$ cat src/logic/uib_pkg.sv
package uib_pkg;
   // ==========================================
   // Register byte addresses
   localparam logic [3:0] ADDR_IRQ_EN = 4'h0;
   localparam logic [3:0] ADDR_DIV_LO = 4'h4;
   localparam logic [3:0] ADDR_DIV_HI = 4'h8;
   localparam logic [3:0] ADDR_SCRATCH = 4'hC;
   localparam logic [5:0] ADDR_CFG = 6'h10;
   localparam logic [5:0] ADDR_STATUS = 6'h14;
   localparam logic [5:0] ADDR_MASK = 6'h18;
   // ==========================================
   // Field positions
   localparam int RX_READY_BIT = 0;
   localparam int TX_EMPTY_BIT = 1;
   localparam int LINE_STATUS_BIT = 2;
   localparam int HANDSHAKE_BIT = 3;
   localparam int RX_ADDR_BIT = 6;
   localparam int TX_ADDR_BIT = 7;
   localparam int NINEBIT_BIT = 0;
   localparam int PREDIV_BIT = 1;
   localparam int HS_LO_BIT = 6;
   localparam int HS_HI_BIT = 7;
   // ==========================================
   // Reset values and dividers
   localparam logic [7:0] IRQ_EN_RST = 8'h00;
   localparam logic [7:0] DIV_LO_RST = 8'h01;
   localparam logic [7:0] DIV_HI_RST = 8'h00;
   localparam logic [7:0] SCRATCH_RST = 8'h00;
   localparam logic [7:0] CFG_RST = 8'h00;
   localparam logic [3:0] MASK_RST = 4'h0;
   localparam logic [3:0] STATUS_RST = 4'h0;
   localparam logic [3:0] PREDIV_NORMAL = 4'hD;
   localparam logic [7:0] IRQ_EN_WMASK = 8'hCF;
   localparam logic [1:0] RESP_OKAY = 2'h0;
   localparam logic [1:0] RESP_SLVERR = 2'h2;
endpackage : uib_pkg

$ cat src/logic/uib_top.sv
// Function
// - Handshake interrupt passes only while enable bit 3 is one.
// - Line status interrupt passes only while enable bit 2 is one.
// - Transmit empty interrupt passes only while enable bit 1 is one.
// - Receive ready interrupt passes only while enable bit 0 is one.
// - Enable bits 0 to 3 all zero means no port interrupt.
// - In 9-bit mode bit 7 selects address or data byte to send.
// - In 9-bit mode bit 6 selects receiving address or data bytes.
// - Divisor is formed from two 8-bit read/write registers.
// - Normal speed pre-divides reference by 13, then by divisor.
// - Generator output is 16x baud, base clock for tx and rx.
// - High-speed select applies divisor directly to the reference.
// - Pre-divider choice comes from a first-port configuration bit.
// - Scratch register reads back freely with no side effect.
`timescale 1ns/1ns
`default_nettype none
module uib_top #(
   parameter int DIV_WIDTH = 16
) (
   input wire logic mclk,
   input wire logic rst_b,
   input wire logic ref_clk_tick,
   input wire logic [3:0] irq_src,
   input wire logic [5:0] s_axi_awaddr,
   input wire logic s_axi_awvalid,
   output logic s_axi_awready,
   input wire logic [31:0] s_axi_wdata,
   input wire logic [3:0] s_axi_wstrb,
   input wire logic s_axi_wvalid,
   output logic s_axi_wready,
   output logic [1:0] s_axi_bresp,
   output logic s_axi_bvalid,
   input wire logic s_axi_bready,
   input wire logic [5:0] s_axi_araddr,
   input wire logic s_axi_arvalid,
   output logic s_axi_arready,
   output logic [31:0] s_axi_rdata,
   output logic [1:0] s_axi_rresp,
   output logic s_axi_rvalid,
   input wire logic s_axi_rready,
   output logic port_irq,
   output logic event_irq,
   output logic baud16_tick,
   output logic ninebit_enable,
   output logic tx_send_address,
   output logic rx_take_address
);
   // ==========================================
   // Registers
   logic [7:0] irq_en_q;
   logic [7:0] div_lo_q;
   logic [7:0] div_hi_q;
   logic [7:0] scratch_q;
   logic [7:0] cfg_q;
   logic [3:0] status_q;
   logic [3:0] mask_q;
   // Bus capture
   logic [5:0] awaddr_q;
   logic aw_have_q;
   logic [31:0] wdata_q;
   logic w_have_q;
   // Synchronisers and edge detectors
   logic [3:0] src_meta_q;
   logic [3:0] src_sync_q;
   logic [3:0] src_prev_q;
   logic tick_meta_q;
   logic tick_sync_q;
   logic tick_prev_q;
   // Baud generator state
   logic [3:0] pre_cnt_q;
   logic [DIV_WIDTH-1:0] div_cnt_q;
   logic baud16_q;
   // Decodes
   logic do_write;
   logic wr_bad;
   logic wr_hit;
   logic [3:0] gated_src;
   logic [3:0] rise;
   logic ref_edge;
   logic pre_wrap;
   logic prediv_on;
   logic pre_tick;
   logic [DIV_WIDTH-1:0] divisor;
   logic high_speed;

   // ==========================================
   // Elaboration checks
   // The divisor is exactly two byte registers, so no other width fits
   if (DIV_WIDTH != 16)
   begin : g_div_width_chk
      $error("uib_top needs DIV_WIDTH of 16");
   end
   // A pre-divide ratio below two leaves the counter nothing to count
   if (uib_pkg::PREDIV_NORMAL < 4'h2)
   begin : g_prediv_chk
      $error("uib_top needs a pre-divide ratio of at least 2");
   end

   // ==========================================
   // Write channel capture; address and data may arrive in either order
   assign s_axi_awready = !aw_have_q && !s_axi_bvalid;
   assign s_axi_wready = !w_have_q && !s_axi_bvalid;
   assign do_write = aw_have_q && w_have_q && !s_axi_bvalid;
   // Unaligned or beyond the last register: error answer and no effect
   assign wr_bad = awaddr_q[1:0] != 2'h0 || awaddr_q > uib_pkg::ADDR_MASK;
   assign wr_hit = do_write && !wr_bad;

   // Address holder; freed once the pair has been consumed
   always_ff @(posedge mclk or negedge rst_b)
   begin
      if (!rst_b)
      begin
         aw_have_q <= 1'b0;
         awaddr_q <= 6'h00;
      end
      else if (s_axi_awvalid && s_axi_awready)
      begin
         aw_have_q <= 1'b1;
         awaddr_q <= s_axi_awaddr;
      end
      else if (do_write)
         aw_have_q <= 1'b0;
   end

   // Data holder; lanes without strobe are zeroed on capture
   always_ff @(posedge mclk or negedge rst_b)
   begin
      if (!rst_b)
      begin
         w_have_q <= 1'b0;
         wdata_q <= 32'h00000000;
      end
      else if (s_axi_wvalid && s_axi_wready)
      begin
         w_have_q <= 1'b1;
         wdata_q <= s_axi_wdata & {{8{s_axi_wstrb[3]}}, {8{s_axi_wstrb[2]}},
                                   {8{s_axi_wstrb[1]}}, {8{s_axi_wstrb[0]}}};
      end
      else if (do_write)
         w_have_q <= 1'b0;
   end

   // Write response one cycle after both halves are held
   always_ff @(posedge mclk or negedge rst_b)
   begin
      if (!rst_b)
      begin
         s_axi_bvalid <= 1'b0;
         s_axi_bresp <= uib_pkg::RESP_OKAY;
      end
      else if (do_write)
      begin
         s_axi_bvalid <= 1'b1;
         s_axi_bresp <= wr_bad ? uib_pkg::RESP_SLVERR : uib_pkg::RESP_OKAY;
      end
      else if (s_axi_bready)
         s_axi_bvalid <= 1'b0;
   end

   // ==========================================
   // Register file; every hit except STATUS writes its register from the masked data,
   // so a register whose byte lane had no strobe is written with zero
   always_ff @(posedge mclk or negedge rst_b)
   begin
      if (!rst_b)
      begin
         irq_en_q <= uib_pkg::IRQ_EN_RST;
         div_lo_q <= uib_pkg::DIV_LO_RST;
         div_hi_q <= uib_pkg::DIV_HI_RST;
         scratch_q <= uib_pkg::SCRATCH_RST;
         cfg_q <= uib_pkg::CFG_RST;
         mask_q <= uib_pkg::MASK_RST;
      end
      else if (wr_hit)
      begin
         case (awaddr_q)
            {2'h0, uib_pkg::ADDR_IRQ_EN}: irq_en_q <= wdata_q[7:0] & uib_pkg::IRQ_EN_WMASK;
            {2'h0, uib_pkg::ADDR_DIV_LO}: div_lo_q <= wdata_q[7:0];
            {2'h0, uib_pkg::ADDR_DIV_HI}: div_hi_q <= wdata_q[7:0];
            {2'h0, uib_pkg::ADDR_SCRATCH}: scratch_q <= wdata_q[7:0];
            uib_pkg::ADDR_CFG: cfg_q <= wdata_q[7:0];
            uib_pkg::ADDR_MASK: mask_q <= wdata_q[3:0];
            // Status and unmapped words are not stored here
            default: mask_q <= mask_q;
         endcase
      end
   end

   // ==========================================
   // Read channel; one-cycle latency, unmapped reads give SLVERR
   assign s_axi_arready = !s_axi_rvalid;

   // Read data registered, so the decode settles within one cycle
   always_ff @(posedge mclk or negedge rst_b)
   begin
      if (!rst_b)
      begin
         s_axi_rvalid <= 1'b0;
         s_axi_rdata <= 32'h00000000;
         s_axi_rresp <= uib_pkg::RESP_OKAY;
      end
      else if (s_axi_arvalid && s_axi_arready)
      begin
         s_axi_rvalid <= 1'b1;
         s_axi_rresp <= uib_pkg::RESP_OKAY;
         case (s_axi_araddr)
            {2'h0, uib_pkg::ADDR_IRQ_EN}: s_axi_rdata <= {24'h000000, irq_en_q};
            {2'h0, uib_pkg::ADDR_DIV_LO}: s_axi_rdata <= {24'h000000, div_lo_q};
            {2'h0, uib_pkg::ADDR_DIV_HI}: s_axi_rdata <= {24'h000000, div_hi_q};
            {2'h0, uib_pkg::ADDR_SCRATCH}: s_axi_rdata <= {24'h000000, scratch_q};
            uib_pkg::ADDR_CFG: s_axi_rdata <= {24'h000000, cfg_q};
            uib_pkg::ADDR_STATUS: s_axi_rdata <= {28'h0000000, status_q};
            uib_pkg::ADDR_MASK: s_axi_rdata <= {28'h0000000, mask_q};
            default:
            begin
               s_axi_rdata <= 32'h00000000;
               s_axi_rresp <= uib_pkg::RESP_SLVERR;
            end
         endcase
      end
      else if (s_axi_rready)
         s_axi_rvalid <= 1'b0;
   end

   // ==========================================
   // Source synchronisers; sources come from other logic that may be async
   // Sources must hold for two cycles; shorter pulses may be missed
   always_ff @(posedge mclk or negedge rst_b)
   begin
      if (!rst_b)
      begin
         src_meta_q <= 4'h0;
         src_sync_q <= 4'h0;
         src_prev_q <= 4'h0;
         tick_meta_q <= 1'b0;
         tick_sync_q <= 1'b0;
         tick_prev_q <= 1'b0;
      end
      else
      begin
         src_meta_q <= irq_src;
         src_sync_q <= src_meta_q;
         src_prev_q <= src_sync_q;
         tick_meta_q <= ref_clk_tick;
         tick_sync_q <= tick_meta_q;
         tick_prev_q <= tick_sync_q;
      end
   end

   // ==========================================
   // Enable gating of the four interrupt sources
   // Enable gate for all four sources
   assign gated_src = src_sync_q & irq_en_q[3:0];
   assign port_irq = |gated_src;

   // Sticky events on rising enabled sources; set wins over write-one clear
   assign rise = gated_src & ~src_prev_q;

   // Write-one clear; an edge in the clearing cycle survives
   always_ff @(posedge mclk or negedge rst_b)
   begin
      if (!rst_b)
         status_q <= uib_pkg::STATUS_RST;
      else if (wr_hit && awaddr_q == uib_pkg::ADDR_STATUS)
         status_q <= (status_q & ~wdata_q[3:0]) | rise;
      else
         status_q <= status_q | rise;
   end

   // Event interrupt from masked status, apart from the port interrupt
   assign event_irq = |(status_q & mask_q);

   // ==========================================
   // 9-bit controls routed to the external engine
   assign ninebit_enable = cfg_q[uib_pkg::NINEBIT_BIT];
   assign tx_send_address = ninebit_enable & irq_en_q[uib_pkg::TX_ADDR_BIT];
   assign rx_take_address = ninebit_enable & irq_en_q[uib_pkg::RX_ADDR_BIT];

   // ==========================================
   // Baud generator, stepped by edges of the synchronised reference tick
   assign ref_edge = tick_sync_q & ~tick_prev_q;
   assign high_speed = cfg_q[uib_pkg::HS_HI_BIT] & cfg_q[uib_pkg::HS_LO_BIT];
   assign divisor = {div_hi_q, div_lo_q};

   always_ff @(posedge mclk or negedge rst_b)
   begin
      if (!rst_b)
         pre_cnt_q <= 4'h0;
      else if (ref_edge)
         pre_cnt_q <= pre_wrap ? 4'h0 : pre_cnt_q + 4'h1;
   end

   // Counter runs free, so a pre-divider switch costs one short period at most
   assign pre_wrap = pre_cnt_q >= uib_pkg::PREDIV_NORMAL - 4'h1;
   assign prediv_on = cfg_q[uib_pkg::PREDIV_BIT] && !high_speed;
   // Without the pre-divider every reference edge counts
   assign pre_tick = ref_edge && (!prediv_on || pre_wrap);

   // 16x tick out
   // A zero divisor is treated as one so the tick never stalls
   // Comparing with >= lets a smaller divisor take effect at once
   always_ff @(posedge mclk or negedge rst_b)
   begin
      if (!rst_b)
      begin
         div_cnt_q <= '0;
         baud16_q <= 1'b0;
      end
      else if (pre_tick)
      begin
         if (div_cnt_q + DIV_WIDTH'(1) >= divisor)
         begin
            div_cnt_q <= '0;
            baud16_q <= 1'b1;
         end
         else
         begin
            div_cnt_q <= div_cnt_q + DIV_WIDTH'(1);
            baud16_q <= 1'b0;
         end
      end
      else
         baud16_q <= 1'b0;
   end

   assign baud16_tick = baud16_q;
endmodule : uib_top
`default_nettype wire

$ cat config.mk
export PLATFORM = sky130hd
export DESIGN_NAME = uib_top
export DESIGN_NICKNAME = d
export VERILOG_FILES = /design/src/logic/uib_pkg.sv /design/src/logic/uib_top.sv
export SDC_FILE = /design/constraint.sdc
export NUM_CORES = 1
export LEC_CHECK = 0
export ABC_CLOCK_PERIOD_IN_PS = 3300
export BUFFER_PORTS_ARGS = -buffer_cell sky130_fd_sc_hd__buf_4
export CELL_PAD_IN_SITES_DETAIL_PLACEMENT = 2
export CELL_PAD_IN_SITES_GLOBAL_PLACEMENT = 2
export CORE_MARGIN = 10
export CORE_UTILIZATION = 35
export CTS_CLUSTER_DIAMETER = 30
export DETAILED_ROUTE_END_ITERATION = 8
export GPL_ROUTABILITY_DRIVEN = 0
export GPL_TIMING_DRIVEN = 0
export HOLD_SLACK_MARGIN = 0.12
export PLACE_DENSITY = 0.86
export SLEW_MARGIN = 10
export SYNTH_ARGS = -nofsm -noshare
export SYNTH_HDL_FRONTEND = slang
export SYNTH_SLANG_ARGS = --single-unit
$ cat constraint.sdc
create_clock -name mclk -period 3.3 [get_ports mclk]
set_input_delay 0.165 -clock mclk [delete_from_list [all_inputs] [get_ports mclk]]
set_output_delay 0.165 -clock mclk [all_outputs]
set_load 0.01 [all_outputs]
# After elaboration in Yosys (flattened, before gate mapping)
# Cells that the tools add are included.
[totals] in_bits=60 out_inout_bits=47 elab_cells=107 reg_bits=136
[classes] add_sub_neg=2 n_bitwise=14 reduce_logical=36 n_mux=15 n_eq_ne=12 magnitude_cmp=3
[ops] cell="$pmux 8 s7" n=1
[ops] cell="$eq 6x5->1 const B" n=6
[ops] cell="$eq 6x4->1 const B" n=4
[ops] cell="$add 16x1->16 const B" n=1
[ops] cell="$and 4x4->4" n=4
[ops] cell="$ge 16x16->1" n=1
[ops] cell="$mux 16" n=1
[ops] cell="$eq 6x3->1 const B" n=2
[ops] cell="$logic_not 6->1" n=2
[ops] cell="$reduce_and 2->1" n=6
[ops] cell="$logic_and 1x1->1" n=11
[ops] cell="$reduce_bool 2->1" n=5
[ops] cell="$mux 1" n=9
[ops] cell="$and 8x8->8" n=1
[ops] cell="$mux 4" n=2
[ops] cell="$not 4->4" n=2
[ops] cell="$or 4x4->4" n=2
[ops] cell="$reduce_or 4->1" n=2
[ops] cell="$logic_not 1->1" n=7
[ops] cell="$reduce_or 7->1" n=1
[ops] cell="$gt 6x5->1 const B" n=1
[ops] cell="$add 4x1->4 const B" n=1
[ops] cell="$and 1x1->1" n=4
[ops] cell="$ge 4x4->1 const B" n=1
[ops] cell="3 further kinds" n=5

# Logic depth before layout (Yosys ltp)
[depth] word_depth=7 mapped_depth=14 depth_no_buf=14

# Worst setup path after synthesis
# Ideal clock, no wire load.
[synth_timing] kind="register -> register" startpoint="register div_cnt_q[0]" endpoint="register div_cnt_q[5]" setup_time_ps=90 stages_incl_launch_ff=13 setup_slack_ps=678 n_path_buf=0 required_ps=3210 arrival_ps=2532 period_less_slack_ps=2622 path_cell_list="dfrtp_1 > and3_1 > nand3_2 > nor4_2 > and3_1 > xor2_1 > ha_1 > nand2_1 > nor2_1 > a211oi_1 > o21ai_2 > or4_1 > o221ai_1"
[synth_via] elab_chain_len=3
[synth_rtl] element="start: declaration" line="uib_top.sv:71" source="logic [DIV_WIDTH-1:0] div_cnt_q;"
[synth_rtl] element="start signal: assignment" line="uib_top.sv:318" source="div_cnt_q <= div_cnt_q + DIV_WIDTH'(1);"
[synth_rtl] element="$add 16x1->16 *" line="uib_top.sv:311, uib_top.sv:318"
[synth_rtl] element="$ge 16x16->1" line="uib_top.sv:311" source="if (div_cnt_q + DIV_WIDTH'(1) >= divisor)"
[synth_rtl] element="$mux 16 *" line="uib_top.sv:311"
# Mark *: on every way between the ends. The rest lies on a longest branch, timed or not.
# A chain may end at the register's enable or synchronous reset.

# Final worst setup path
[layout_timing] startpoint="register div_cnt_q[1]" endpoint="register div_cnt_q[0]"
[layout_via] elab_chain_len=3
[layout_rtl] element="$add 16x1->16" line="uib_top.sv:311"
[layout_rtl] element="$ge 16x16->1" line="uib_top.sv:311"
[layout_rtl] element="$mux 16" line="uib_top.sv:311"
# No other way between the ends.

==> summary.txt <==
Status
  – Status: completed

Timing
  – Clock Skew: 0.0124 ns
  – Final hold vios: 0
  – Fin worst setup slack: between 0.15 and 0.2 ns
  – Total negative slack: 0 ns
  – Slew HR: 0.304
  – Max Fclk: around 320 MHz
  – Min cycle time layout: 3.13 ns
  – Slew Viols, Final: 0
  – Worst slew pin tran: 1.04 ns
  – Final Cycle Share: 0.948
  – Final setup viols: 0

Final layout
  – Commonest cells after routing, fill and taps aside: 108 x dfrtp_1, 78 x buf_4, 75 x nand2_1
  – Multi-input logic area: around 0.0024 mm^2
  – Ant. Diodes: 0
  – Final nets: 676
  – FF+latch area: 0.00276 mm^2
  – Fill cells: 1541
  – Synthesis-to-layout area growth: 23.4%
  – Commonest non-fill, non-tap cell in the layout: dfrtp_1
  – Final Non-Filler Cells: 791
  – Share of layout cells above drive strength 1: 0.272

Critical path
  – Crit path kind: flip-flop to flip-flop
  – Worst path cell trace: ha_2, nand4_1, nor2_1, xor2_2, ha_1, nand2_1, or3_1, o221ai_1, a21oi_2, o21ai_4, nor2_2, mux2_2
  – Worst EP arrival: around 3.4 ns
  – Reg2Reg Setup Slack: 0.17 ns
  – Worst-path fanout max: 8
  – Setup crit start kind: flip-flop
  – Slowest cell on crit path: dfrtp_1
  – Reg2reg end: div_cnt_q[0]
  – WP data required: 3.54 ns
  – CP endpoint kind: flip-flop
  – Max stage delay on crit path: 0.41 ns
  – Worst r2r path cells: 12
  – Reg2reg start: div_cnt_q[1]

Logic synthesis
  – Total number of yosys warnings: 0
  – Cell Area, Synth: 0.00539 mm^2
  – Synthesized instance count: 488
  – Async set-reset flop share out of synthesis: 1.00
  – Number of distinct library cells after synthesis: 51
  – Post-synth top area share: 0.506
  – Sequential area share after synthesis: 0.511
  – Synth area leaders: dfrtp_1 51%, mux2_2 8.6%, nand2_1 5.2%
  – Syn Area/Cell: approximately 11 um^2
  – Commonest register cell after synthesis: dfrtp_1
  – Number of synthesized flops with an enable pin: 0
  – FF+latch count, synth: 110
  – Post-synth top area cell: dfrtp_1

Global route
  – First-pass GRT wire length: 27100 um
  – Overflow left after global routing: 0
  – GRT Total Usage: 0.168
  – Vias in the first global route: around 4800
  – Pin count of the biggest net entering global routing: 111
  – Antenna violations before repair: 0

Job
  – Max cap viols: 0

Routing
  – DR vias/cell: 5.23
  – Antenna violation net count after detailed routing: 0
  – Final WL: about 17000 um
  – DRC errors left: 0
  – 1st-pass router iterations: 5
  – Initial DRC Count: between 200 and 250
  – Total number of vias: 4138
  – DR WL/cell: roughly 21 um

Pwr
  – Power density over the cells: 751 mW/mm^2
  – Peak supply drop: 0.373 mV
  – Pleak: between 3 and 4 nW

Die
  – Die H: 144 um
  – Core box area: between 0.015 and 0.02 mm^2
  – I/O Pins: 107
  – Die width: 144 um
  – Initial Utilization: 0.356
  – Full die area: roughly 0.021 mm^2
  – # rows: 45

Clocking
  – Clk buf depth: 2
  – H-tree levels: 3
  – CTS buffer count: 9
  – Clk Latency, worst-skew pair: 0.36 ns
  – Clock Tree Root: clkbuf_16
  – Clock transition at the registers of the reported paths: 0.07 ns
  – CTS tree: yes
  – CTS Sinks: 110

Place
  – Port bufs: 51
  – Placed Cells: 752
  – Pre-CTS setup slack: about 0.011 ns
  – Estimated wirelength of the detail-placed design: around 12000 um

Min path
  – Min-Delay Endpoint: wdata_q[4]
  – Worst hold stages: 3
  – Worst hold start: s_axi_wdata[4]
  – Hold crit path type: input port to flip-flop
cells in the mapped netlist (5+ instances only):
library cell / count
dfrtp_1: 109
nand2_1: 75
mux2_2: 41
buf_4: 27
inv_1: 22
o21ai_0: 22
ha_1: 18
nor2_1: 17
a22oi_1: 16
nand3_1: 14
a22o_1: 11
o21ai_1: 10
mux2_4: 8
xnor2_1: 8
clkbuf_1: 7
a21oi_1: 6
a222oi_1: 6
nand2b_1: 6
nor2b_1: 6
xor2_1: 6
nand4_1: 5
worst max-delay path by stage:
stage                 startpoint            to  slack, ns  cells past startpoint
floorplan           div_cnt_q[0]  div_cnt_q[5]       0.68                     12
global placement    div_cnt_q[0]  div_cnt_q[0]       0.13                     12
detailed placement  div_cnt_q[0]  div_cnt_q[5]       0.01                     12
CTS                 div_cnt_q[0]  div_cnt_q[5]       0.08                     12
global route        div_cnt_q[5]  div_cnt_q[5]      -0.03                     14
finish              div_cnt_q[1]  div_cnt_q[0]       0.17                     12
final cells by class:
| class | count | share of cell area |
|---|---|---|
| Clock inverter | 5 | 0.00771 |
| Buffer | 35 | 0.0356 |
| Multi-Input combinational cell | 345 | 0.366 |
| Clock buffer | 11 | 0.0365 |
| Timing Repair Buffer | 74 | 0.0920 |
| Inverter | 23 | 0.0130 |
| Tap cell | 188 | 0.0354 |
| Sequential cell | 110 | 0.414 |
cell families after synthesis:
group,synth area share
AOI/OAI and AO/OA,0.106
xor gates and xnor gates,0.0228
DFF,0.511
and+or+nand+nor,0.150
adders and majority gates,0.0418
muxes,0.108
buffers and inverters,0.0592
other,0.000696
metal layers:
layer	wire length [um]	vias to the layer above	GRT usage
met4	308	0	0.0473
met2	9030	84	0.303
met5	0	-	0
li1	-	1892	-
met1	6450	2146	0.187
met3	830	16	0.0508
power by group:
| part | internal, mW | switching (mW) | leakage, nW |
|---|---|---|---|
| Combinational | 0.845 | 0.918 | 1.55 |
| Sequential | 1.70 | 0.444 | 1.44 |
| Clock | 0.552 | 0.531 | 0.144 |
through the flow:
step / instance area (um^2) / util / total power, mW / hold slack [ns]
5_1_grt: 6650 / 0.439 / 5.33 / 0.146
3_5_place_dp: 6100 / 0.403 / 3.71 / 0.277
3_3_place_gp: 6100 / 0.403 / 3.54 / 0.276
2_1_floorplan: 5480 / - / 3.04 / -0.131
4_1_cts: 6620 / 0.437 / 4.88 / 0.123
6_report: 6650 / 0.439 / 4.99 / 0.127
sequential cells by signal, indices dropped and copies added (netlist names), 4 cells and up:
| register | cells |
|---|---|
| src_meta_q | 4 |
| status_q | 4 |
| src_prev_q | 4 |
| irq_en_q | 6 |
| div_cnt_q | 16 |
| pre_cnt_q | 4 |
| wdata_q | 8 |
| div_lo_q | 8 |
| cfg_q | 8 |
| mask_q | 4 |
| div_hi_q | 8 |
| awaddr_q | 6 |
| scratch_q | 8 |
| s_axi_rdata | 8 |
| src_sync_q | 4 |
critical path, delay by kind of cell (launching register included):
kind                     cells  cell delay, ns
XOR/XNOR                     1            0.13
multiplexers                 1            0.28
AO/OA/AOI/OAI                3            0.67
AND/OR/NAND/NOR              5            0.98
adder cells (fa/ha/maj)      2            0.54
flip-flops                   1            0.41
timing repair:
action | 4_1_cts | 5_1_grt
gates resized for setup | 1 | 5
pin swaps | 0 | 1
buffers inserted | 0 | 2
hold endpoints to repair | 129 | 0
endpoints found under the setup margin | 2 | 14
hold buffers | 21 | 0
(Power assumes the default switching activity.)
